**config.mk**
```make
export PLATFORM = sky130hd
export DESIGN_NAME = tla_regs
export DESIGN_NICKNAME = d
export VERILOG_FILES = /design/src/hdl/tla_pkg.sv /design/src/hdl/tla_limit_reg.sv /design/src/hdl/tla_compare.sv /design/src/hdl/tla_regs.sv
export SDC_FILE = /design/constraint.sdc
export NUM_CORES = 1
export LEC_CHECK = 0
export CORE_ASPECT_RATIO = 1.2
export CORE_MARGIN = 2
export CORE_UTILIZATION = 60
export CTS_BUF_LIST = sky130_fd_sc_hd__clkbuf_4 sky130_fd_sc_hd__clkbuf_8
export DETAILED_ROUTE_END_ITERATION = 8
export DONT_BUFFER_PORTS = 1
export PLACE_DENSITY = 0.76
export SLEW_MARGIN = 10
export SYNTH_ARGS = -nofsm -noshare
export SYNTH_HDL_FRONTEND = slang
export SYNTH_SLANG_ARGS = --single-unit
```
**constraint.sdc**
```tcl
create_clock -name ref_clk_i -period 5.9 [get_ports ref_clk_i]
set_clock_uncertainty 0.1 [all_clocks]
set_input_delay 1.77 -clock ref_clk_i [delete_from_list [all_inputs] [get_ports ref_clk_i]]
set_output_delay 1.77 -clock ref_clk_i [all_outputs]
set_load 0.01 [all_outputs]
```
**src/hdl/tla_pkg.sv**
```systemverilog
// Shared constants and types for the temperature limit and ambient register block
package tla_pkg;

	localparam logic [7:0]  PTR_UPPER      = 8'h02;
	localparam logic [7:0]  PTR_LOWER      = 8'h03;
	localparam logic [7:0]  PTR_CRIT       = 8'h04;
	localparam logic [7:0]  PTR_AMBIENT    = 8'h05;

	localparam int          REG_W          = 16;
	localparam int          TEMP_W         = 13;
	localparam int          SIGN_BIT       = 12;
	localparam int          LIMIT_LSB      = 2;
	localparam int          FLAG_CRIT      = 15;
	localparam int          FLAG_UPPER     = 14;
	localparam int          FLAG_LOWER     = 13;
	localparam int          NUM_LIMITS     = 3;
	localparam int          IDX_UPPER      = 0;
	localparam int          IDX_LOWER      = 1;
	localparam int          IDX_CRIT       = 2;

	localparam logic [15:0] LIMIT_MASK     = 16'h1ffc;
	localparam logic [15:0] LIMIT_RESET    = 16'h0000;
	localparam logic [12:0] AMBIENT_RESET  = 13'h0000;
	localparam logic [15:0] UNMAPPED_VALUE = 16'h0000;

	typedef enum logic [1:0] {
		RES_HALF      = 2'b00,
		RES_QUARTER   = 2'b01,
		RES_EIGHTH    = 2'b10,
		RES_SIXTEENTH = 2'b11
	} tla_res_type;

	localparam tla_res_type RES_RESET      = RES_QUARTER;

endpackage

```
**src/hdl/tla_limit_reg.sv**
```systemverilog
// One programmable temperature limit register with write lock and field masking
`timescale 1ns/1ps
`default_nettype none
module tla_limit_reg
	import tla_pkg::*;
(
	input  wire logic        ref_clk_i,
	input  wire logic        rst_n_i,
	input  wire logic        wr_i,
	input  wire logic        locked_i,
	input  wire logic [15:0] data_i,
	output var  logic [15:0] value_o
);

	always_ff @(posedge ref_clk_i or negedge rst_n_i) begin
		if (!rst_n_i) begin
			value_o <= LIMIT_RESET;
		end else if (wr_i && !locked_i) begin
			value_o <= data_i & LIMIT_MASK;
		end
	end

endmodule
`default_nettype wire

```
**src/hdl/tla_compare.sv**
```systemverilog
// Signed comparison of the ambient value against one limit
`timescale 1ns/1ps
`default_nettype none
module tla_compare
	import tla_pkg::*;
(
	input  wire logic [12:0] ambient_i,
	input  wire logic [15:0] limit_i,
	output var  logic        above_o,
	output var  logic        below_o
);

	logic signed [12:0] amb_s;
	logic signed [12:0] lim_s;

	// Limit bits 12:2 line up with ambient bits 12:2, so both share one scale
	assign amb_s = $signed(ambient_i);
	assign lim_s = $signed(limit_i[SIGN_BIT:0]);

	assign above_o = amb_s > lim_s;
	assign below_o = amb_s < lim_s;

endmodule
`default_nettype wire

```
**src/hdl/tla_regs.sv**
```systemverilog
// Limit and ambient temperature registers with comparison flags and alert
//
// Behaviour
// Three 16-bit read/write limit registers
// Sign bit 12, boundary 11:2, rest zero
// Limits compared as two's complement values
// Upper, lower, critical at pointers 2,3,4
// Alert asserts when enabled and out of bounds
// Read-only ambient word, 13-bit signed temperature
// Ambient loaded whole once per conversion
// Bit 15 set when ambient at/above critical
// Bit 14 set when ambient above upper
// Bit 13 set when ambient below lower
// Low fraction bits zero per resolution
// Window lock blocks upper/lower writes until reset
// Unimplemented limit bits discard written data
// Limit and ambient values clear to zero at reset; the ambient word then reads 0x8000 (critical flag set)
`timescale 1ns/1ps
`default_nettype none
module tla_regs
	import tla_pkg::*;
(
	input  wire logic        ref_clk_i,
	input  wire logic        rst_n_i,
	input  wire logic [7:0]  reg_ptr_i,
	input  wire logic        wr_en_i,
	input  wire logic [15:0] wr_data_i,
	input  wire logic        rd_en_i,
	output var  logic [15:0] rd_data_o,
	output var  logic        rd_valid_o,
	input  wire logic        conv_valid_i,
	input  wire logic [12:0] conv_data_i,
	input  wire logic [1:0]  resolution_i,
	input  wire logic        alert_enable_i,
	input  wire logic        window_lock_i,
	output var  logic        window_locked_o,
	output var  logic        alert_o
);

	logic [15:0] limit_val [NUM_LIMITS];
	logic [NUM_LIMITS-1:0] above;
	logic [NUM_LIMITS-1:0] below;
	logic [12:0] ambient_temperature;
	logic        lock_q;
	logic        locked;
	logic        flag_crit;
	logic        flag_upper;
	logic        flag_lower;
	logic [15:0] ambient_word;
	logic [15:0] next_rd_data;

	// Pointer of limit register by index
	function automatic logic [7:0] limit_ptr(input int idx);
		case (idx)
			IDX_UPPER: limit_ptr = PTR_UPPER;
			IDX_LOWER: limit_ptr = PTR_LOWER;
			default:   limit_ptr = PTR_CRIT;
		endcase
	endfunction

	// Mask clearing fraction bits below the selected resolution
	function automatic logic [12:0] res_mask(input logic [1:0] res);
		case (res)
			RES_HALF:      res_mask = 13'h1ff8;
			RES_QUARTER:   res_mask = 13'h1ffc;
			RES_EIGHTH:    res_mask = 13'h1ffe;
			default:       res_mask = 13'h1fff;
		endcase
	endfunction

	// Sticky lock, released only by reset
	always_ff @(posedge ref_clk_i or negedge rst_n_i) begin
		if (!rst_n_i) begin
			lock_q <= 1'b0;
		end else if (window_lock_i) begin
			lock_q <= 1'b1;
		end
	end

	assign locked          = lock_q | window_lock_i;
	assign window_locked_o = lock_q;

	genvar gi;
	generate
		for (gi = 0; gi < NUM_LIMITS; gi++) begin : g_limit
			tla_limit_reg u_limit (
				.ref_clk_i (ref_clk_i),
				.rst_n_i   (rst_n_i),
				.wr_i      (wr_en_i && (reg_ptr_i == limit_ptr(gi))),
				.locked_i  ((gi == IDX_CRIT) ? 1'b0 : locked),
				.data_i    (wr_data_i),
				.value_o   (limit_val[gi])
			);
			tla_compare u_cmp (
				.ambient_i (ambient_temperature),
				.limit_i   (limit_val[gi]),
				.above_o   (above[gi]),
				.below_o   (below[gi])
			);

			property p_limit_unimpl;
				@(posedge ref_clk_i) disable iff (!rst_n_i)
				(limit_val[gi] & ~LIMIT_MASK) == 16'h0000;
			endproperty
			a_limit_unimpl: assert property (p_limit_unimpl)
			else $error("Unimplemented limit bits not zero");
		end
	endgenerate

	// Converter result replaces the buffered value in one step
	always_ff @(posedge ref_clk_i or negedge rst_n_i) begin
		if (!rst_n_i) begin
			ambient_temperature <= AMBIENT_RESET;
		end else if (conv_valid_i) begin
			ambient_temperature <= conv_data_i & res_mask(resolution_i);
		end
	end

	assign flag_crit  = ~below[IDX_CRIT];
	assign flag_upper = above[IDX_UPPER];
	assign flag_lower = below[IDX_LOWER];

	assign ambient_word = {flag_crit, flag_upper, flag_lower, ambient_temperature};

	always_comb begin
		case (reg_ptr_i)
			PTR_UPPER:   next_rd_data = limit_val[IDX_UPPER];
			PTR_LOWER:   next_rd_data = limit_val[IDX_LOWER];
			PTR_CRIT:    next_rd_data = limit_val[IDX_CRIT];
			PTR_AMBIENT: next_rd_data = ambient_word;
			default:     next_rd_data = UNMAPPED_VALUE;
		endcase
	end

	always_ff @(posedge ref_clk_i or negedge rst_n_i) begin
		if (!rst_n_i) begin
			rd_data_o  <= 16'h0000;
			rd_valid_o <= 1'b0;
		end else begin
			rd_valid_o <= rd_en_i;
			if (rd_en_i) begin
				rd_data_o <= next_rd_data;
			end
		end
	end

	always_ff @(posedge ref_clk_i or negedge rst_n_i) begin
		if (!rst_n_i) begin
			alert_o <= 1'b0;
		end else begin
			alert_o <= alert_enable_i && (flag_crit || flag_upper || flag_lower);
		end
	end

	property p_limit_write;
		@(posedge ref_clk_i) disable iff (!rst_n_i)
		(wr_en_i && reg_ptr_i == PTR_CRIT) |=>
			limit_val[IDX_CRIT] == ($past(wr_data_i) & LIMIT_MASK);
	endproperty
	a_limit_write: assert property (p_limit_write)
	else $error("Critical limit write not stored masked");

	property p_mask_discard;
		@(posedge ref_clk_i) disable iff (!rst_n_i)
		(wr_en_i && reg_ptr_i == PTR_UPPER && !locked) |=>
			limit_val[IDX_UPPER][15:13] == 3'b000 && limit_val[IDX_UPPER][1:0] == 2'b00 &&
			limit_val[IDX_UPPER][12:2] == $past(wr_data_i[12:2]);
	endproperty
	a_mask_discard: assert property (p_mask_discard)
	else $error("Upper limit write mishandled field bits");

	property p_lock_blocks;
		@(posedge ref_clk_i) disable iff (!rst_n_i)
		(lock_q && wr_en_i && (reg_ptr_i == PTR_UPPER || reg_ptr_i == PTR_LOWER)) |=>
			$stable(limit_val[IDX_UPPER]) && $stable(limit_val[IDX_LOWER]);
	endproperty
	a_lock_blocks: assert property (p_lock_blocks)
	else $error("Locked window limit was written");

	property p_lock_sticky;
		@(posedge ref_clk_i) disable iff (!rst_n_i)
		lock_q |=> lock_q [*4];
	endproperty
	a_lock_sticky: assert property (p_lock_sticky)
	else $error("Window lock released without reset");

	property p_read_decode;
		@(posedge ref_clk_i) disable iff (!rst_n_i)
		(rd_en_i && reg_ptr_i == PTR_LOWER) |=>
			rd_valid_o && rd_data_o == $past(limit_val[IDX_LOWER]);
	endproperty
	a_read_decode: assert property (p_read_decode)
	else $error("Lower limit read returned wrong word");

	property p_amb_load;
		@(posedge ref_clk_i) disable iff (!rst_n_i)
		conv_valid_i |=>
			ambient_temperature == ($past(conv_data_i) & res_mask($past(resolution_i)));
	endproperty
	a_amb_load: assert property (p_amb_load)
	else $error("Ambient value not loaded from conversion");

	property p_amb_hold;
		@(posedge ref_clk_i) disable iff (!rst_n_i)
		!conv_valid_i |=> $stable(ambient_temperature);
	endproperty
	a_amb_hold: assert property (p_amb_hold)
	else $error("Ambient value changed without conversion");

	property p_res_quarter;
		@(posedge ref_clk_i) disable iff (!rst_n_i)
		(conv_valid_i && resolution_i == RES_QUARTER) |=> ambient_temperature[1:0] == 2'b00;
	endproperty
	a_res_quarter: assert property (p_res_quarter)
	else $error("Quarter resolution left low bits set");

	property p_amb_read;
		@(posedge ref_clk_i) disable iff (!rst_n_i)
		(rd_en_i && reg_ptr_i == PTR_AMBIENT) |=>
			rd_data_o[12:0] == $past(ambient_temperature);
	endproperty
	a_amb_read: assert property (p_amb_read)
	else $error("Ambient read lost temperature field");

	property p_flag_crit;
		@(posedge ref_clk_i) disable iff (!rst_n_i)
		(rd_en_i && reg_ptr_i == PTR_AMBIENT) |=> rd_data_o[FLAG_CRIT] ==
			($signed($past(ambient_temperature)) >= $signed($past(limit_val[IDX_CRIT][12:0])));
	endproperty
	a_flag_crit: assert property (p_flag_crit)
	else $error("Critical flag wrong");

	property p_flag_upper;
		@(posedge ref_clk_i) disable iff (!rst_n_i)
		(rd_en_i && reg_ptr_i == PTR_AMBIENT) |=> rd_data_o[FLAG_UPPER] ==
			($signed($past(ambient_temperature)) > $signed($past(limit_val[IDX_UPPER][12:0])));
	endproperty
	a_flag_upper: assert property (p_flag_upper)
	else $error("Upper flag wrong");

	property p_flag_lower;
		@(posedge ref_clk_i) disable iff (!rst_n_i)
		(rd_en_i && reg_ptr_i == PTR_AMBIENT) |=> rd_data_o[FLAG_LOWER] ==
			($signed($past(ambient_temperature)) < $signed($past(limit_val[IDX_LOWER][12:0])));
	endproperty
	a_flag_lower: assert property (p_flag_lower)
	else $error("Lower flag wrong");

	property p_alert;
		@(posedge ref_clk_i) disable iff (!rst_n_i)
		1'b1 |=> alert_o == ($past(alert_enable_i) &&
			($past(flag_crit) || $past(flag_upper) || $past(flag_lower)));
	endproperty
	a_alert: assert property (p_alert)
	else $error("Alert output does not follow flags");

	property p_lower_write;
		@(posedge ref_clk_i) disable iff (!rst_n_i)
		(wr_en_i && reg_ptr_i == PTR_LOWER && !locked) |=>
			limit_val[IDX_LOWER] == ($past(wr_data_i) & LIMIT_MASK);
	endproperty
	a_lower_write: assert property (p_lower_write)
	else $error("Lower limit write not stored masked");

	// The critical limit stays writable under the window lock
	property p_crit_unlocked;
		@(posedge ref_clk_i) disable iff (!rst_n_i)
		(lock_q && wr_en_i && reg_ptr_i == PTR_CRIT) |=>
			limit_val[IDX_CRIT] == ($past(wr_data_i) & LIMIT_MASK);
	endproperty
	a_crit_unlocked: assert property (p_crit_unlocked)
	else $error("Critical limit write refused under window lock");

	property p_lock_latch;
		@(posedge ref_clk_i) disable iff (!rst_n_i)
		window_lock_i |=> lock_q && window_locked_o;
	endproperty
	a_lock_latch: assert property (p_lock_latch)
	else $error("Window lock request not latched");

	property p_unmapped_read;
		@(posedge ref_clk_i) disable iff (!rst_n_i)
		(rd_en_i && (reg_ptr_i < PTR_UPPER || reg_ptr_i > PTR_AMBIENT)) |=>
			rd_data_o == UNMAPPED_VALUE;
	endproperty
	a_unmapped_read: assert property (p_unmapped_read)
	else $error("Unmapped pointer read returned data");

	property p_rd_idle;
		@(posedge ref_clk_i) disable iff (!rst_n_i)
		!rd_en_i |=> !rd_valid_o && $stable(rd_data_o);
	endproperty
	a_rd_idle: assert property (p_rd_idle)
	else $error("Read port changed without a read");

	property p_ambient_ro;
		@(posedge ref_clk_i) disable iff (!rst_n_i)
		(wr_en_i && reg_ptr_i == PTR_AMBIENT && !conv_valid_i) |=>
			$stable(ambient_temperature);
	endproperty
	a_ambient_ro: assert property (p_ambient_ro)
	else $error("Ambient value changed by a host write");

	property p_res_half;
		@(posedge ref_clk_i) disable iff (!rst_n_i)
		(conv_valid_i && resolution_i == RES_HALF) |=> ambient_temperature[2:0] == 3'b000;
	endproperty
	a_res_half: assert property (p_res_half)
	else $error("Half resolution left low bits set");

endmodule
`default_nettype wire

```
==> summary.md <==
| Metric | Value |
|---|---|
| Status | complete, no violations |
| Worst Setup End Kind | register |
| Max Clock Freq | 247 MHz |
| Final setup vio count | 0 |
| Largest net degree at the start of global routing | 66 |
| Asr flop ratio synth | 100% |
| Top post-synthesis cells by count | dfrtp_1, inv_1, ha_1 |
| WP data arrival | 4180 ps |
| Global Route Usage Sum | 25.7% |
| Vias per cell | 6.20 |
| Fin. Hold Viols | 0 |
| Pin slew with the least headroom to its limit | 1000 ps |
| Sw power | 216 µW |
| RSZ-0062 raised after global routing | no |
| Synth cell types | 39 |
| P_leak | 1.74 nW |
| Cells after Synth | 321 |
| Diode count | 0 |
| Reg2reg setup slack | 3700 ps |
| H-tree Lvls | 3 |
| Die X | 74.1 µm |
| Data required time at the worst endpoint | 6020 ps |
| Hold Crit Start | ambient_temperature[1] |
| Die Area | 6530 µm² |
| CORE AREA | 5670 µm² |
| Critical path depth | 4 |
| Largest stage delay on the critical path | 680 ps |
| Clk buf depth | 2 |
| Drt wl/cell | 18.9 µm |
| Synth warn | 0 |
| Hold depth | 2 |
| Top FF cell, synth | dfrtp_1 |
| Top cell type's share of synthesized area | 45.9% |
| Clock group share of total power | 38.9% |
| CP Launch Type | input port |
| DIE HEIGHT | 88.2 µm |
| Number of synthesized flops with an enable pin | 0 |
| Routed wire length | 7640 µm |
| Vias | 2,510 |
| Number of global-route vias before repair | 2,478 |
| Yosys reg bits | 65 |
| Setup TNS | 0 ps |
| Largest delay share family, worst path | simple AND/OR/NAND/NOR gates |
| Rel. slew slack | 33.0% |
| CP max FO | 12 |
| Min Tclk post-route | 4060 ps |
| Global placement routability congestion | 0.810 |
| Hold-fix buffers, CTS | 0 |
| Drt pass-1 iters | 5 |
| Reg clk slew, reported paths | 70 ps |
| Worst skew pair latency | 340 ps |
| Final net count | 397 |
| Register-to-Register Path Depth | 6 |
| Critical path, cell by cell | or4_4 -> nor4_4 -> nand2_1 -> mux2_1 |
| FP Rows | 30 |
| Cell Pwr Density | 238 nW/µm² |
| Port bufs | 0 |
| Worst Hold Class | reg -> reg |
| Post-Synthesis Cell Area | 3540 µm² |
| VDD IR-drop max | 0.185 mV |
| TritonCTS Sinks | 65 |
| Post-CTS resize count | 0 |
| Root buffer cell | clkbuf_8 |
| Aggregate global routing overflow | 0 |
| Initial antenna violation count | 0 |
| Hpwl dp | 5260 µm |
| Setup crit end | g_limit[2].u_limit.value_o[11] |
| Fin util | 66.0% |
| Top Ports | 65 |
| Drc violations | 0 |
| Area contributors post-synth | dfrtp_1, ha_1, mux2_2 |
| Initial drt markers | 192 |
| Layout cells sized above 1 | 16.0% |
| WP buf/inv | 0 |
| Synthesized area per cell | 11.0 µm² |
| WHS | 412 ps |
| Sw frac | 24.2% |
| Top-count cell post-synth | dfrtp_1 |
| Area grow syn2layout | 5.69% |
| Initial core utilization | 62.5% |
| Reg2reg end | alert_o |
| Placed Instances | 389 |
| Crit. Startpoint | reg_ptr_i[7] |
| Cell taking the most area after synthesis | dfrtp_1 |
| R2r startpoint | ambient_temperature[10] |
| Slowest stage cell, crit path | nor4_4 |
| Syn Nets | 398 |
| Routed Antenna Nets | 0 |
| Final period utilization | 68.7% |
| Sequential element share of the synthesized area | 45.9% |
| P_int | 676 µW |
| TritonCTS clock tree | built |
| Logic pwr share | 7.7% |
| Flop pwr share | 53.4% |
| Postcts setup bufs | 0 |
| Max capacitance violation total | 0 |
| Setup Crit Path Kind | in -> reg |
| Slew Viols, Final | 0 |
| TritonCTS buffer count | 9 |
| Final cell count without fillers | 405 |
| First-pass GRT wire length | 12,300 µm |
==> how the worst min path moves through the flow <==
stage | endpoint | slack [ps]
3_5_place_dp | g_limit[1].u_limit.value_o[2] | 410
6_report | rd_data_o[1] | 410
2_1_floorplan | rd_data_o[1] | 370
4_1_cts | g_limit[1].u_limit.value_o[2] | 420
5_1_grt | g_limit[2].u_limit.value_o[2] | 450
3_3_place_gp | rd_data_o[1] | 380
==> power by group through the flow <==
stage / clock (mW) / combinational (mW) / sequential [mW]
2_1_floorplan: 0 / 0.0561 / 0.479
3_3_place_gp: 0 / 0.0648 / 0.484
3_5_place_dp: 0 / 0.0685 / 0.484
4_1_cts: 0.350 / 0.0693 / 0.476
5_1_grt: 0.368 / 0.0789 / 0.478
6_report: 0.346 / 0.0691 / 0.476
==> layout make-up <==
cell class	count	area [µm²]
Sequential cell	65	1630
Clock inverter	3	15.0
Inverter	40	150
Clock buffer	13	166
Tap cell	80	100
Fill cell	444	1930
Multi-Input combinational cell	203	1680
Timing Repair Buffer	1	7.51
==> cell usage in the layout (no fill, tap or decap), types with 2 or more instances in the layout <==
cell type  count
dfrtp_1       65
mux2_1         5
nand2b_1       2
nor4b_4        2
a21oi_1       13
inv_1         40
and4_1         2
nor4_4         2
mux2_2        18
clkbuf_8      11
nand4_1        4
a221oi_1      13
clkinv_2       3
nand2_1       30
a22o_1        13
clkbuf_4       2
o21ai_0       22
a2111o_1       3
o2bb2ai_1     11
nor2_1         3
nand3_1        3
o21ai_2       10
ha_1          31
nor2b_1        3
==> through the flow <==
stage | setup slack (ps) | total power [mW] | cell area [µm²]
floorplan | 2430 | 0.535 | 3540
global placement | 1570 | 0.548 | 3560
detailed placement | 1490 | 0.553 | 3560
CTS | 1880 | 0.895 | 3740
global route | 1760 | 0.926 | 3740
finish | 1840 | 0.892 | 3740
==> layer usage <==
metal,global-route usage (%),routed length [µm],up-vias
li1,-,-,1167
met1,32.2,3060,1234
met2,41.8,3810,90
met3,6.33,584,19
met4,11.7,187,0
met5,0,0,-
==> worst min-delay path, stage by stage, from the launching register on <==
cell and delay [ps]:
dfrtp_1 340, nand3_1 60, o21ai_0 70
==> cell families (layout without fill, tap and decap cells) <==
| group | after synthesis | after routing | synth area share, % |
|---|---|---|---|
| muxes | 23 | 23 | 7.31 |
| DFF | 65 | 65 | 45.9 |
| buffers and inverters | 53 | 57 | 6.71 |
| and+or+nand+nor | 57 | 57 | 9.89 |
| AOI/OAI and AO/OA | 92 | 92 | 19.2 |
| adders and majority gates | 31 | 31 | 11.0 |
==> state kept, by name, summed over array words and instances, names as in the netlist <==
name                     flops
rd_data_o                   16
alert_o                      1
window_locked_o              1
rd_valid_o                   1
g_limit.u_limit.value_o     33
ambient_temperature         13
Power figures use the tool's default switching activity.
